### src/rtl/tmb_pkg.sv
package tmb_pkg;
   // Register byte addresses
   localparam logic [19:0] TMB_IRQ_ADDR      = 20'h4_0004;
   localparam logic [19:0] TMB_CLK_ADDR      = 20'h4_0308;
   localparam logic [19:0] TMB_PORT_ADDR     = 20'h4_0840;
   localparam logic [19:0] TMB_CTRL_ADDR     = 20'h4_0C04;
   localparam logic [19:0] TMB_COUNT_ADDR    = 20'h4_0C08;
   localparam logic [19:0] TMB_THRESH_ADDR   = 20'h4_0C0C;
   localparam logic [19:0] TMB_DUTY_ADDR     = 20'h4_0C10;

   // Control register fields
   localparam int TMB_TRIG_LSB    = 0;
   localparam int TMB_CMODE_LSB   = 2;
   localparam int TMB_CLEAR_BIT   = 4;
   localparam int TMB_ENABLE_BIT  = 5;
   localparam int TMB_CH0_MODE_LSB = 16;
   localparam int TMB_CH0_PHASE_BIT = 19;
   localparam int TMB_CH1_MODE_LSB = 20;
   localparam int TMB_CH1_PHASE_BIT = 23;

   // Interrupt register fields
   localparam int TMB_OVF_FLAG_BIT = 1;
   localparam int TMB_OVF_IE_BIT   = 17;

   // Port control fields
   localparam int TMB_PIN0_OE_BIT  = 0;
   localparam int TMB_PIN1_OE_BIT  = 1;
   localparam int TMB_ROUTE_LSB    = 2;

   // Clock control fields
   localparam int TMB_DIV_LSB      = 4;
   localparam int TMB_SRC_LSB      = 6;

   // Reset values
   localparam logic [15:0] TMB_THRESH_RESET = 16'hFFFF;
   localparam logic [31:0] TMB_DUTY_RESET   = 32'hFFFF_FFFF;

   // Count modes
   localparam logic [1:0] TMB_CM_UP16     = 2'h0;
   localparam logic [1:0] TMB_CM_UPDOWN16 = 2'h1;
   localparam logic [1:0] TMB_CM_SPLIT8   = 2'h2;
   localparam logic [1:0] TMB_CM_CASCADE8 = 2'h3;

   // Trigger selections
   localparam logic [1:0] TMB_TRIG_ALWAYS = 2'h0;
   localparam logic [1:0] TMB_TRIG_EXT    = 2'h3;

   // Clock source selection
   localparam logic [1:0] TMB_SRC_HIGH    = 2'h0;

   // Waveform modes
   localparam logic [2:0] TMB_WM_GE_FIRST   = 3'h0;
   localparam logic [2:0] TMB_WM_GE_SECOND  = 3'h1;
   localparam logic [2:0] TMB_WM_LOW_FIRST  = 3'h2;
   localparam logic [2:0] TMB_WM_HIGH_SECOND = 3'h3;
   localparam logic [2:0] TMB_WM_DITHER     = 3'h4;
   localparam logic [2:0] TMB_WM_WINDOW     = 3'h5;
endpackage

### src/rtl/tmb_pwm_chan.sv
`timescale 1ns/1ps
module tmb_pwm_chan
   import tmb_pkg::*;
(
   input  wire logic        ref_clk,
   input  wire logic        rst_b,
   input  wire logic        run,
   input  wire logic        tick,
   input  wire logic        ovf,
   input  wire logic [2:0]  wave_mode,
   input  wire logic        phase,
   input  wire logic [15:0] cnt,
   input  wire logic [15:0] thr,
   input  wire logic [15:0] cmp_first,
   input  wire logic [15:0] cmp_second,
   output logic             pin_level
);
   logic       wave;
   logic       next_wave;
   logic [2:0] lsb_idx;
   logic       dither_plus;
   logic [8:0] dither_point;
   logic       dither_on;

   // Position of lowest set bit in the overflow index
   function automatic logic [2:0] lowest_one(input logic [7:0] v);
      logic [2:0] r;
      r = 3'h0;
      for (int i = 7; i >= 0; i--) begin
         if (v[i]) begin
            r = 3'(i);
         end
      end
      return r;
   endfunction

   assign lsb_idx      = lowest_one(cnt[15:8]);
   assign dither_plus  = (cnt[15:8] != 8'h00) && cmp_second[lsb_idx]; // [RULE9] [RULE10] [RULE11] [RULE22]
   assign dither_point = {1'b0, cmp_first[7:0]} + {8'h00, dither_plus}; // [RULE4]
   // Level compare, so the high time spans N up to and including the threshold
   assign dither_on    = ({1'b0, cnt[7:0]} >= dither_point); // [RULE6] [RULE12]

   always_comb begin
      next_wave = wave;
      case (wave_mode)
         TMB_WM_GE_FIRST:    next_wave = (cnt >= cmp_first);
         TMB_WM_GE_SECOND:   next_wave = (cnt >= cmp_second);
         TMB_WM_LOW_FIRST:   next_wave = (cnt[7:0] >= cmp_first[7:0]);
         TMB_WM_HIGH_SECOND: next_wave = (cnt[15:8] >= cmp_second[7:0]);
         TMB_WM_DITHER:      next_wave = dither_on; // [RULE6] [RULE7]
         TMB_WM_WINDOW:      next_wave = (cnt > cmp_first) && (cnt <= cmp_second); // [RULE16]
         default: begin
            if (ovf) begin
               next_wave = ~wave; // [RULE18]
            end
         end
      endcase
   end

   always_ff @(posedge ref_clk or negedge rst_b) begin
      if (!rst_b) begin
         wave <= 1'b0;
      end else if (!run) begin
         wave <= 1'b0; // [RULE5]
      end else if (tick) begin
         wave <= next_wave;
      end
   end

   always_ff @(posedge ref_clk or negedge rst_b) begin
      if (!rst_b) begin
         pin_level <= 1'b1;
      end else begin
         pin_level <= phase ? wave : ~wave; // [RULE13]
      end
   end

   wave_stop_a: assert property (@(posedge ref_clk) disable iff (!rst_b) // [RULE5]
      !run |=> !wave)
      else $error("wave not cleared while stopped");

   dither_top_a: assert property (@(posedge ref_clk) disable iff (!rst_b) // [RULE7]
      (run && tick && ovf && wave_mode == TMB_WM_DITHER && cnt[7:0] == thr[7:0] && cmp_first[7:0] < thr[7:0])
      |=> wave)
      else $error("dithered wave not high at period end");

   dither_low_a: assert property (@(posedge ref_clk) disable iff (!rst_b) // [RULE6]
      (run && tick && wave_mode == TMB_WM_DITHER && cnt[7:0] < cmp_first[7:0]) |=> !wave)
      else $error("dithered wave high below base width");

   freq_toggle_a: assert property (@(posedge ref_clk) disable iff (!rst_b) // [RULE18]
      (run && tick && ovf && wave_mode[2:1] == 2'b11) |=> (wave != $past(wave)))
      else $error("frequency wave did not toggle on overflow");

   phase_pin_a: assert property (@(posedge ref_clk) disable iff (!rst_b) // [RULE13]
      ##1 pin_level == ($past(phase) ? $past(wave) : !$past(wave)))
      else $error("pin polarity wrong");
endmodule

### src/rtl/tmb_pwm_top.sv
// Behaviour
// [RULE1] Count mode 11 gives cascaded 8+8 counter
// [RULE2] Wave mode 100 selects dithered waveform
// [RULE3] Trigger select 00 counts continuously
// [RULE4] Threshold low byte frequency, first compare duty
// [RULE5] Enable bit starts; clearing stops counter, outputs
// [RULE6] Output rises when low byte equals N
// [RULE7] Low byte at threshold: fall, flag, restart
// [RULE8] Interrupt request only when enable bit set
// [RULE9] Fine value picks periods using N+1
// [RULE10] Fine adjust bits add together
// [RULE11] N+1 periods spread over 256 overflows
// [RULE12] Dithered frequency and average duty formulas
// [RULE13] Phase bit: 0 inverted, 1 normal
// [RULE14] Port bits enable pins, route field
// [RULE15] Clock source select and divider
// [RULE16] Window mode high between two compares
// [RULE17] Software keeps second compare above first
// [RULE18] Frequency mode toggles, exact half duty
// [RULE19] Register map at documented addresses
// [RULE20] Counter clear bit self clears after clearing
// [RULE21] Cascade: low overflow increments high byte
// [RULE22] N+1 where fine bit at lowest index bit
//
// Local design decision: the APB slave port.
`timescale 1ns/1ps
module tmb_pwm_top
   import tmb_pkg::*;
#(
   parameter int PRESCALE_W = 8
)(
   input  wire logic        ref_clk,
   input  wire logic        rst_b,
   input  wire logic        psel,
   input  wire logic        penable,
   input  wire logic        pwrite,
   input  wire logic [19:0] paddr,
   input  wire logic [31:0] pwdata,
   output logic [31:0]      prdata,
   output logic             pready,
   output logic             pslverr,
   input  wire logic        low_speed_clock,
   input  wire logic        ext_trigger,
   output logic             timer_overflow_irq,
   output logic [1:0]       pwm_pin_out,
   output logic [1:0]       pwm_pin_oe,
   output logic [2:0]       pwm_pin_route_select
);
   // Software state
   logic [7:0]  ctrl_lo;
   logic [7:0]  ctrl_hi;
   logic [15:0] period_threshold;
   logic [15:0] duty_compare_first;
   logic [15:0] duty_compare_second;
   logic        timer_overflow_flag;
   logic        timer_overflow_irq_enable;
   logic [4:0]  port_ctrl;
   logic [3:0]  clk_ctrl;

   // Timer state
   logic [15:0]          timer_count_value;
   logic                 count_down;
   logic [PRESCALE_W-1:0] prescale;
   logic                 ls_sync1;
   logic                 ls_sync2;
   logic                 ls_prev;
   logic                 trig_sync1;
   logic                 trig_sync2;

   // Decoded fields
   logic [1:0] count_trigger_select;
   logic [1:0] count_mode_select;
   logic       counter_clear_bit;
   logic       timer_enable_bit;
   logic [2:0] ch0_wave_mode;
   logic [2:0] ch1_wave_mode;
   logic       ch0_phase_select;
   logic       ch1_phase_select;
   logic [1:0] timer_clock_source_select;
   logic [1:0] timer_clock_divider;

   assign count_trigger_select      = ctrl_lo[TMB_TRIG_LSB +: 2];
   assign count_mode_select         = ctrl_lo[TMB_CMODE_LSB +: 2];
   assign counter_clear_bit         = ctrl_lo[TMB_CLEAR_BIT];
   assign timer_enable_bit          = ctrl_lo[TMB_ENABLE_BIT];
   assign ch0_wave_mode             = ctrl_hi[TMB_CH0_MODE_LSB - 16 +: 3]; // [RULE2]
   assign ch1_wave_mode             = ctrl_hi[TMB_CH1_MODE_LSB - 16 +: 3]; // [RULE2]
   assign ch0_phase_select          = ctrl_hi[TMB_CH0_PHASE_BIT - 16];
   assign ch1_phase_select          = ctrl_hi[TMB_CH1_PHASE_BIT - 16];
   assign timer_clock_source_select = clk_ctrl[TMB_SRC_LSB - TMB_DIV_LSB +: 2];
   assign timer_clock_divider       = clk_ctrl[1:0];

   // APB decode
   logic sel_irq;
   logic sel_clk;
   logic sel_port;
   logic sel_ctrl;
   logic sel_count;
   logic sel_thresh;
   logic sel_duty;
   logic mapped;
   logic setup;
   logic wr;

   assign sel_irq    = (paddr == TMB_IRQ_ADDR);
   assign sel_clk    = (paddr == TMB_CLK_ADDR);
   assign sel_port   = (paddr == TMB_PORT_ADDR);
   assign sel_ctrl   = (paddr == TMB_CTRL_ADDR); // [RULE19]
   assign sel_count  = (paddr == TMB_COUNT_ADDR); // [RULE19]
   assign sel_thresh = (paddr == TMB_THRESH_ADDR); // [RULE19]
   assign sel_duty   = (paddr == TMB_DUTY_ADDR); // [RULE19]
   assign mapped     = sel_irq | sel_clk | sel_port | sel_ctrl | sel_count | sel_thresh | sel_duty;
   assign setup      = psel & ~penable;
   assign wr         = psel & penable & pwrite;
   assign pready     = 1'b1;
   assign pslverr    = psel & penable & ~mapped;

   logic [31:0] read_mux;
   assign read_mux =
      ({32{sel_irq}}    & {14'h0000, timer_overflow_irq_enable, 15'h0000, timer_overflow_flag, 1'b0}) |
      ({32{sel_clk}}    & {24'h00_0000, clk_ctrl, 4'h0}) |
      ({32{sel_port}}   & {27'h000_0000, port_ctrl}) |
      ({32{sel_ctrl}}   & {8'h00, ctrl_hi, 8'h00, ctrl_lo}) |
      ({32{sel_count}}  & {16'h0000, timer_count_value}) |
      ({32{sel_thresh}} & {16'h0000, period_threshold}) |
      ({32{sel_duty}}   & {duty_compare_second, duty_compare_first});

   // Read data is captured in setup so the access phase answers at once
   always_ff @(posedge ref_clk or negedge rst_b) begin
      if (!rst_b) begin
         prdata <= 32'h0000_0000;
      end else if (setup && !pwrite) begin
         prdata <= read_mux;
      end
   end

   // Timer clock: fast clock is ref_clk, slow clock is a synchronised pin
   always_ff @(posedge ref_clk or negedge rst_b) begin
      if (!rst_b) begin
         ls_sync1   <= 1'b0;
         ls_sync2   <= 1'b0;
         ls_prev    <= 1'b0;
         trig_sync1 <= 1'b0;
         trig_sync2 <= 1'b0;
      end else begin
         ls_sync1   <= low_speed_clock;
         ls_sync2   <= ls_sync1;
         ls_prev    <= ls_sync2;
         trig_sync1 <= ext_trigger;
         trig_sync2 <= trig_sync1;
      end
   end

   logic src_tick;
   logic [PRESCALE_W-1:0] div_last;
   logic div_tick;
   logic trig_ok;
   logic run;
   logic tick;

   assign src_tick = (timer_clock_source_select == TMB_SRC_HIGH) ? 1'b1 : (ls_sync2 & ~ls_prev); // [RULE15]
   // Divide by 1, 2, 4 or 8
   assign div_last = PRESCALE_W'((1 << timer_clock_divider) - 1); // [RULE15]
   assign div_tick = src_tick && (prescale >= div_last);
   assign trig_ok  = (count_trigger_select == TMB_TRIG_ALWAYS) || // [RULE3]
                     ((count_trigger_select == TMB_TRIG_EXT) && trig_sync2);
   assign run      = timer_enable_bit; // [RULE5]
   assign tick     = run && div_tick && trig_ok && !counter_clear_bit;

   always_ff @(posedge ref_clk or negedge rst_b) begin
      if (!rst_b) begin
         prescale <= '0;
      end else if (!run || div_tick) begin
         prescale <= '0;
      end else if (src_tick) begin
         prescale <= prescale + PRESCALE_W'(1);
      end
   end

   // Counter
   logic        low_at_top;
   logic        high_at_top;
   logic        full_at_top;
   logic        ovf;
   logic [15:0] next_count;
   logic        next_down;

   assign low_at_top  = (timer_count_value[7:0] == period_threshold[7:0]);
   assign high_at_top = (timer_count_value[15:8] == period_threshold[15:8]);
   assign full_at_top = (timer_count_value == period_threshold);

   always_comb begin
      next_count = timer_count_value + 16'h0001;
      next_down  = count_down;
      ovf        = 1'b0;
      case (count_mode_select)
         TMB_CM_UP16: begin
            if (full_at_top) begin
               next_count = 16'h0000;
               ovf        = 1'b1;
            end
         end
         TMB_CM_UPDOWN16: begin
            if (count_down) begin
               next_count = timer_count_value - 16'h0001;
               if (timer_count_value == 16'h0001) begin
                  next_down = 1'b0;
                  ovf       = 1'b1;
               end
            end else if (full_at_top) begin
               next_count = timer_count_value - 16'h0001;
               next_down  = 1'b1;
            end
         end
         TMB_CM_SPLIT8: begin
            next_count[7:0]  = low_at_top ? 8'h00 : timer_count_value[7:0] + 8'h01;
            next_count[15:8] = high_at_top ? 8'h00 : timer_count_value[15:8] + 8'h01;
            ovf              = low_at_top;
         end
         TMB_CM_CASCADE8: begin
            if (low_at_top) begin
               next_count[7:0]  = 8'h00; // [RULE1] [RULE21] [RULE7]
               next_count[15:8] = timer_count_value[15:8] + 8'h01; // [RULE21]
               ovf              = 1'b1; // [RULE7]
            end else begin
               next_count[15:8] = timer_count_value[15:8];
               next_count[7:0]  = timer_count_value[7:0] + 8'h01;
            end
         end
         default: next_count = timer_count_value;
      endcase
   end

   always_ff @(posedge ref_clk or negedge rst_b) begin
      if (!rst_b) begin
         timer_count_value <= 16'h0000;
         count_down        <= 1'b0;
      end else if (counter_clear_bit) begin
         timer_count_value <= 16'h0000; // [RULE20]
         count_down        <= 1'b0;
      end else if (tick) begin
         timer_count_value <= next_count; // [RULE5]
         count_down        <= next_down;
      end
   end

   logic ovf_event;
   assign ovf_event = tick & ovf;

   // Registers written by software
   always_ff @(posedge ref_clk or negedge rst_b) begin
      if (!rst_b) begin
         ctrl_lo <= 8'h00;
         ctrl_hi <= 8'h00;
      end else if (wr && sel_ctrl) begin
         ctrl_lo <= {2'b00, pwdata[5:0]} & 8'h3F;
         ctrl_hi <= pwdata[23:16];
      end else if (counter_clear_bit) begin
         ctrl_lo[TMB_CLEAR_BIT] <= 1'b0; // [RULE20]
      end
   end

   always_ff @(posedge ref_clk or negedge rst_b) begin
      if (!rst_b) begin
         period_threshold    <= TMB_THRESH_RESET;
         duty_compare_first  <= TMB_DUTY_RESET[15:0];
         duty_compare_second <= TMB_DUTY_RESET[31:16];
         port_ctrl           <= 5'h00;
         clk_ctrl            <= 4'h0;
      end else if (wr) begin
         if (sel_thresh) begin
            period_threshold <= pwdata[15:0];
         end
         if (sel_duty) begin
            duty_compare_first  <= pwdata[15:0];
            duty_compare_second <= pwdata[31:16];
         end
         if (sel_port) begin
            port_ctrl <= pwdata[4:0];
         end
         if (sel_clk) begin
            clk_ctrl <= pwdata[7:4];
         end
      end
   end

   // Overflow flag: write one clears, a same-cycle overflow wins
   always_ff @(posedge ref_clk or negedge rst_b) begin
      if (!rst_b) begin
         timer_overflow_flag       <= 1'b0;
         timer_overflow_irq_enable <= 1'b0;
      end else begin
         if (ovf_event) begin
            timer_overflow_flag <= 1'b1; // [RULE7]
         end else if (wr && sel_irq && pwdata[TMB_OVF_FLAG_BIT]) begin
            timer_overflow_flag <= 1'b0;
         end
         if (wr && sel_irq) begin
            timer_overflow_irq_enable <= pwdata[TMB_OVF_IE_BIT];
         end
      end
   end

   assign timer_overflow_irq = timer_overflow_flag & timer_overflow_irq_enable; // [RULE8]

   // Channels; the second compare must exceed the first for window mode
   logic [1:0] pin_level;
   logic [2:0] ch_mode  [2];
   logic       ch_phase [2];
   assign ch_mode[0]  = ch0_wave_mode;
   assign ch_mode[1]  = ch1_wave_mode;
   assign ch_phase[0] = ch0_phase_select;
   assign ch_phase[1] = ch1_phase_select;

   for (genvar c = 0; c < 2; c++) begin : g_chan
      tmb_pwm_chan u_chan (
         .ref_clk    (ref_clk),
         .rst_b      (rst_b),
         .run        (run),
         .tick       (tick),
         .ovf        (ovf),
         .wave_mode  (ch_mode[c]),
         .phase      (ch_phase[c]),
         .cnt        (timer_count_value),
         .thr        (period_threshold),
         .cmp_first  (duty_compare_first),
         .cmp_second (duty_compare_second),
         .pin_level  (pin_level[c])
      );
   end

   assign pwm_pin_out          = pin_level;
   assign pwm_pin_oe           = {port_ctrl[TMB_PIN1_OE_BIT], port_ctrl[TMB_PIN0_OE_BIT]}; // [RULE14]
   assign pwm_pin_route_select = port_ctrl[TMB_ROUTE_LSB +: 3]; // [RULE14]

   cascade_step_a: assert property (@(posedge ref_clk) disable iff (!rst_b) // [RULE21]
      (tick && count_mode_select == TMB_CM_CASCADE8 && low_at_top && !(wr && sel_ctrl))
      |=> (timer_count_value[7:0] == 8'h00) &&
          (timer_count_value[15:8] == $past(timer_count_value[15:8]) + 8'h01))
      else $error("cascade step wrong");

   flag_set_a: assert property (@(posedge ref_clk) disable iff (!rst_b) // [RULE7]
      ovf_event |=> timer_overflow_flag)
      else $error("overflow flag not set");

   irq_gate_a: assert property (@(posedge ref_clk) disable iff (!rst_b) // [RULE8]
      timer_overflow_irq |-> (timer_overflow_flag && timer_overflow_irq_enable))
      else $error("interrupt without enable");

   clear_self_a: assert property (@(posedge ref_clk) disable iff (!rst_b) // [RULE20]
      (counter_clear_bit && !(wr && sel_ctrl)) |=> (timer_count_value == 16'h0000) && !counter_clear_bit)
      else $error("counter clear did not complete");

   stop_hold_a: assert property (@(posedge ref_clk) disable iff (!rst_b) // [RULE5]
      (!run && !counter_clear_bit) |=> $stable(timer_count_value))
      else $error("counter moved while disabled");

   pin_enable_a: assert property (@(posedge ref_clk) disable iff (!rst_b) // [RULE14]
      (wr && sel_port) |=> (pwm_pin_oe == $past(pwdata[1:0])))
      else $error("pin enable not taken");
endmodule

### config.mk
export PLATFORM = sky130hd
export DESIGN_NAME = tmb_pwm_top
export DESIGN_NICKNAME = d
export VERILOG_FILES = /design/src/rtl/tmb_pkg.sv /design/src/rtl/tmb_pwm_chan.sv /design/src/rtl/tmb_pwm_top.sv
export SDC_FILE = /design/constraint.sdc
export NUM_CORES = 1
export LEC_CHECK = 0
export ABC_AREA = 1
export BUFFER_PORTS_ARGS = -buffer_cell sky130_fd_sc_hd__buf_2
export CELL_PAD_IN_SITES_DETAIL_PLACEMENT = 1
export CELL_PAD_IN_SITES_GLOBAL_PLACEMENT = 1
export CORE_UTILIZATION = 40
export CTS_CLUSTER_DIAMETER = 200
export DETAILED_ROUTE_END_ITERATION = 10
export GPL_ROUTABILITY_DRIVEN = 0
export GPL_TIMING_DRIVEN = 0
export PLACE_DENSITY_LB_ADDON = 0.05
export REMOVE_ABC_BUFFERS = 1
export SETUP_SLACK_MARGIN = 0.5
export SYNTH_ARGS = -nofsm -noshare
export SYNTH_HDL_FRONTEND = slang
export SYNTH_SLANG_ARGS = --single-unit
### constraint.sdc
create_clock -name ref_clk -period 3.47 [get_ports ref_clk]
set_input_delay 0 -clock ref_clk [delete_from_list [all_inputs] [get_ports ref_clk]]
set_output_delay 0 -clock ref_clk [all_outputs]
set_load 0.1 [all_outputs]
==> impl_metrics.tcl <==
set metrics [dict create \
    setup_ws_ps -187 \
    yosysTopAreaCell "dfrtp_1" \
    critPathLaunchType "flip-flop" \
    crit_top_cell "nand2_2" \
    ys_seq_area_frac 0.375 \
    std_cell_rows 55 \
    grt-ovfl-total 0 \
    crit_type "reg2reg" \
    place_ws_ps -1380 \
    fin_skew_ps 9.12 \
    final-instance-count-excl-fill 1719 \
    whs_ps 56.7 \
    m1WireLength_mm 14.9 \
    yosys_warnings 0 \
    required_ps 3790 \
    drtIter0Drc 475 \
    initial_core_util 0.412 \
    p_leak_nw 5.39 \
    power.density_nw_per_um2 356 \
    path_cells "clkinv_2 -> ha_1 -> nand2_1 -> nor2_1 -> inv_1 -> nand2_2 -> nor2_4 -> ha_4 -> ha_4 -> nand2_2 -> nor2_4 -> nand2_2 -> xor2_1 -> ha_1 -> nand2_2 -> inv_1 -> nand3_1 -> nor2_1 -> nor2_1 -> nand3_2 -> nand2_1 -> nand3_1 -> o21bai_1 -> nand2_1" \
    dr.pass1.iters 5 \
    coreArea_um2 22900 \
    die_h_um 156 \
    fmax_mhz 273 \
    hold_violations 0 \
    yosysUniqueCellTypes 55 \
    vias_per_cell 5.21 \
    p_total_mw 4.06 \
    port_buffers 99 \
    grt_usage 0.268 \
    synth_area_leaders "dfrtp_1 (24%), dfstp_2 (14%), nand2_1 (13%), ha_1 (7.8%), inv_1 (6.6%)" \
    cts_tree "built" \
    fin_util 0.497 \
    dieArea_um2 24200 \
    cap_violations 0 \
    vias 8961 \
    slowest_stage "dfrtp_2" \
    setup_viol 2 \
    wl_met2_mm 14.3 \
    dpl.hpwl_mm 22.2 \
    end_kind "flip-flop" \
    layout_commonest_cell "nand2_1" \
    nets 1511 \
    synth_edf_count 0 \
    finalCritPeriodShare 1.05 \
    drt_wl_total_mm 30.6 \
    drv_slew 0 \
    syn_avg_cell_area_um2 7.48 \
    grt_max_degree 78 \
    netlist_area_um2 9450 \
    dp.cells 1639 \
    cts.htree.levels 4 \
    grt_pass1_vias 9278 \
    numCtsBuffers 17 \
    cp.arrival_ps 3980 \
    setup_tns_ps -351 \
    drive_gt1_frac 0.199 \
    synth_top_area_share 0.236 \
    routedWlPerCell_um 17.8 \
    failed_checks "setup timing" \
    tightest_slew_ps 1390 \
    layout_common_cells "nand2_1 (315), inv_1 (164), nor2_1 (100), buf_2 (98), o21ai_0 (91)" \
    top_layer_used "met4" \
    outcome "finished, violations left" \
    max-slew-margin-rel 0.0717 \
    dieWidth_um 156 \
    max-vdd-ir-drop_v 0.000254 \
    antenna_found_initial 0 \
    io_pins 101 \
    fin_crit_ps 3660 \
    design_area_um2 11400 \
    num-fill-cells 2909 \
    worst-path-max-fanout 11 \
    ctsRootBufferMaster "clkbuf_16" \
    synthesis.instances 1264 \
    min_delay_path_depth 4 \
    numClockSinks 139 \
    wl_met3_um 998 \
    reg2reg_depth 24 \
    clk_pin_slew_worst_paths_ps 70 \
    max_stage_delay_ps 560 \
    areaGrowthSynthToFinish_pct 20.6 \
    synth_ff_type "dfrtp_1" \
    hp-class "in2reg" \
    rsz0062_at_grt "true" \
    diodes 0 \
    clkLatencyLatePin_ps 440 \
    grt_first_pass_wirelength_mm 49.6 \
    placed_area_um2 10200 \
    ant_nets 0 \
    synth-async-reset-ratio 1.00 \
    clockBufferDepth 2 \
    drc 0 \
    yosys_register_bits 139 \
]
==> cell type report <==
type                       instances  area [um2]  area share
tap                              313         392      0.0344
multi-input combinational        906        5130       0.450
timing repair buffer             153        1090      0.0954
inverter                         176         664      0.0583
clock inverter                    14         130      0.0114
sequential                       139        3560       0.312
clock buffer                      18         439      0.0385
==> routing by layer <==
| metal | vias to the layer above | track usage |
|---|---|---|
| li1 | 4366 | - |
| met1 | 4416 | 0.368 |
| met2 | 151 | 0.441 |
| met3 | 28 | 0.0372 |
| met4 | 0 | 0.0766 |
| met5 | - | 0 |
==> power breakdown <==
group	leakage [nW]	internal [mW]	switching (mW)
Clock	0.272	0.963	0.851
Sequential	1.69	1.67	0.0232
Combinational	3.42	0.126	0.428
Total	5.39	2.76	1.30
==> cell usage after synthesis (11+ instances only) <==
cell,instances
nand2_1,320
inv_1,167
nor2_1,105
o21ai_0,95
dfrtp_1,89
nand3_1,70
ha_1,59
dfstp_2,50
a21oi_1,49
xor2_1,41
o22ai_1,19
clkbuf_1,18
nand4_1,16
nor3_1,13
buf_2,11
==> worst max-delay path: cells and delay by family, from the launching register on <==
kind / cells / cell delay [ps]
flip-flops: 1 / 560
adder cells (fa/ha/maj): 4 / 930
AO/OA/AOI/OAI: 1 / 160
buffers and inverters: 3 / 390
XOR/XNOR: 1 / 150
AND/OR/NAND/NOR: 15 / 1350
==> path summary, 6_finish.rpt <==
check | startpoint | slack (ps) | to
max | timer_count_value[8] | -190 | g_chan[0].u_chan.wave
min | psel | 60 | prdata[19]
max reg2reg | timer_count_value[8] | -190 | g_chan[0].u_chan.wave
min reg2reg | ls_sync1 | 350 | ls_sync2
max in group asynchronous | rst_b | 2490 | duty_compare_second[7]
min in group asynchronous | rst_b | 160 | ls_sync2
==> sequential cells by signal, indices dropped and copies added (netlist names) <==
register	flops
prdata	32
duty_compare_first	16
duty_compare_second	16
period_threshold	16
timer_count_value	16
ctrl_hi	8
prescale	8
ctrl_lo	6
port_ctrl	5
clk_ctrl	4
g_chan.u_chan.pin_level	2
g_chan.u_chan.wave	2
count_down	1
ls_prev	1
ls_sync1	1
ls_sync2	1
timer_overflow_flag	1
timer_overflow_irq_enable	1
trig_sync1	1
trig_sync2	1
==> kinds of logic (layout without fill, tap and decap cells) <==
logic type / Yosys count / count (layout) / synth area share
xor gates and xnor gates: 47 / 47 / 0.0436
AOI/OAI and AO/OA: 224 / 224 / 0.138
DFF: 139 / 139 / 0.375
adders and majority gates: 59 / 59 / 0.0781
other: 1 / 1 / 0.000397
buffers and inverters: 219 / 361 / 0.0955
muxes: 10 / 10 / 0.0117
and+or+nand+nor: 565 / 565 / 0.258
==> timing repair <==
action                                 in CTS  in global routing
setup endpoints to repair                   2                  6
pin swaps                                   5                 10
buffers inserted                           11                  0
endpoints found under the hold margin     124                  0
resized for setup                          34                 14
hold buffers                               37                  0
(Power assumes the default switching activity.)
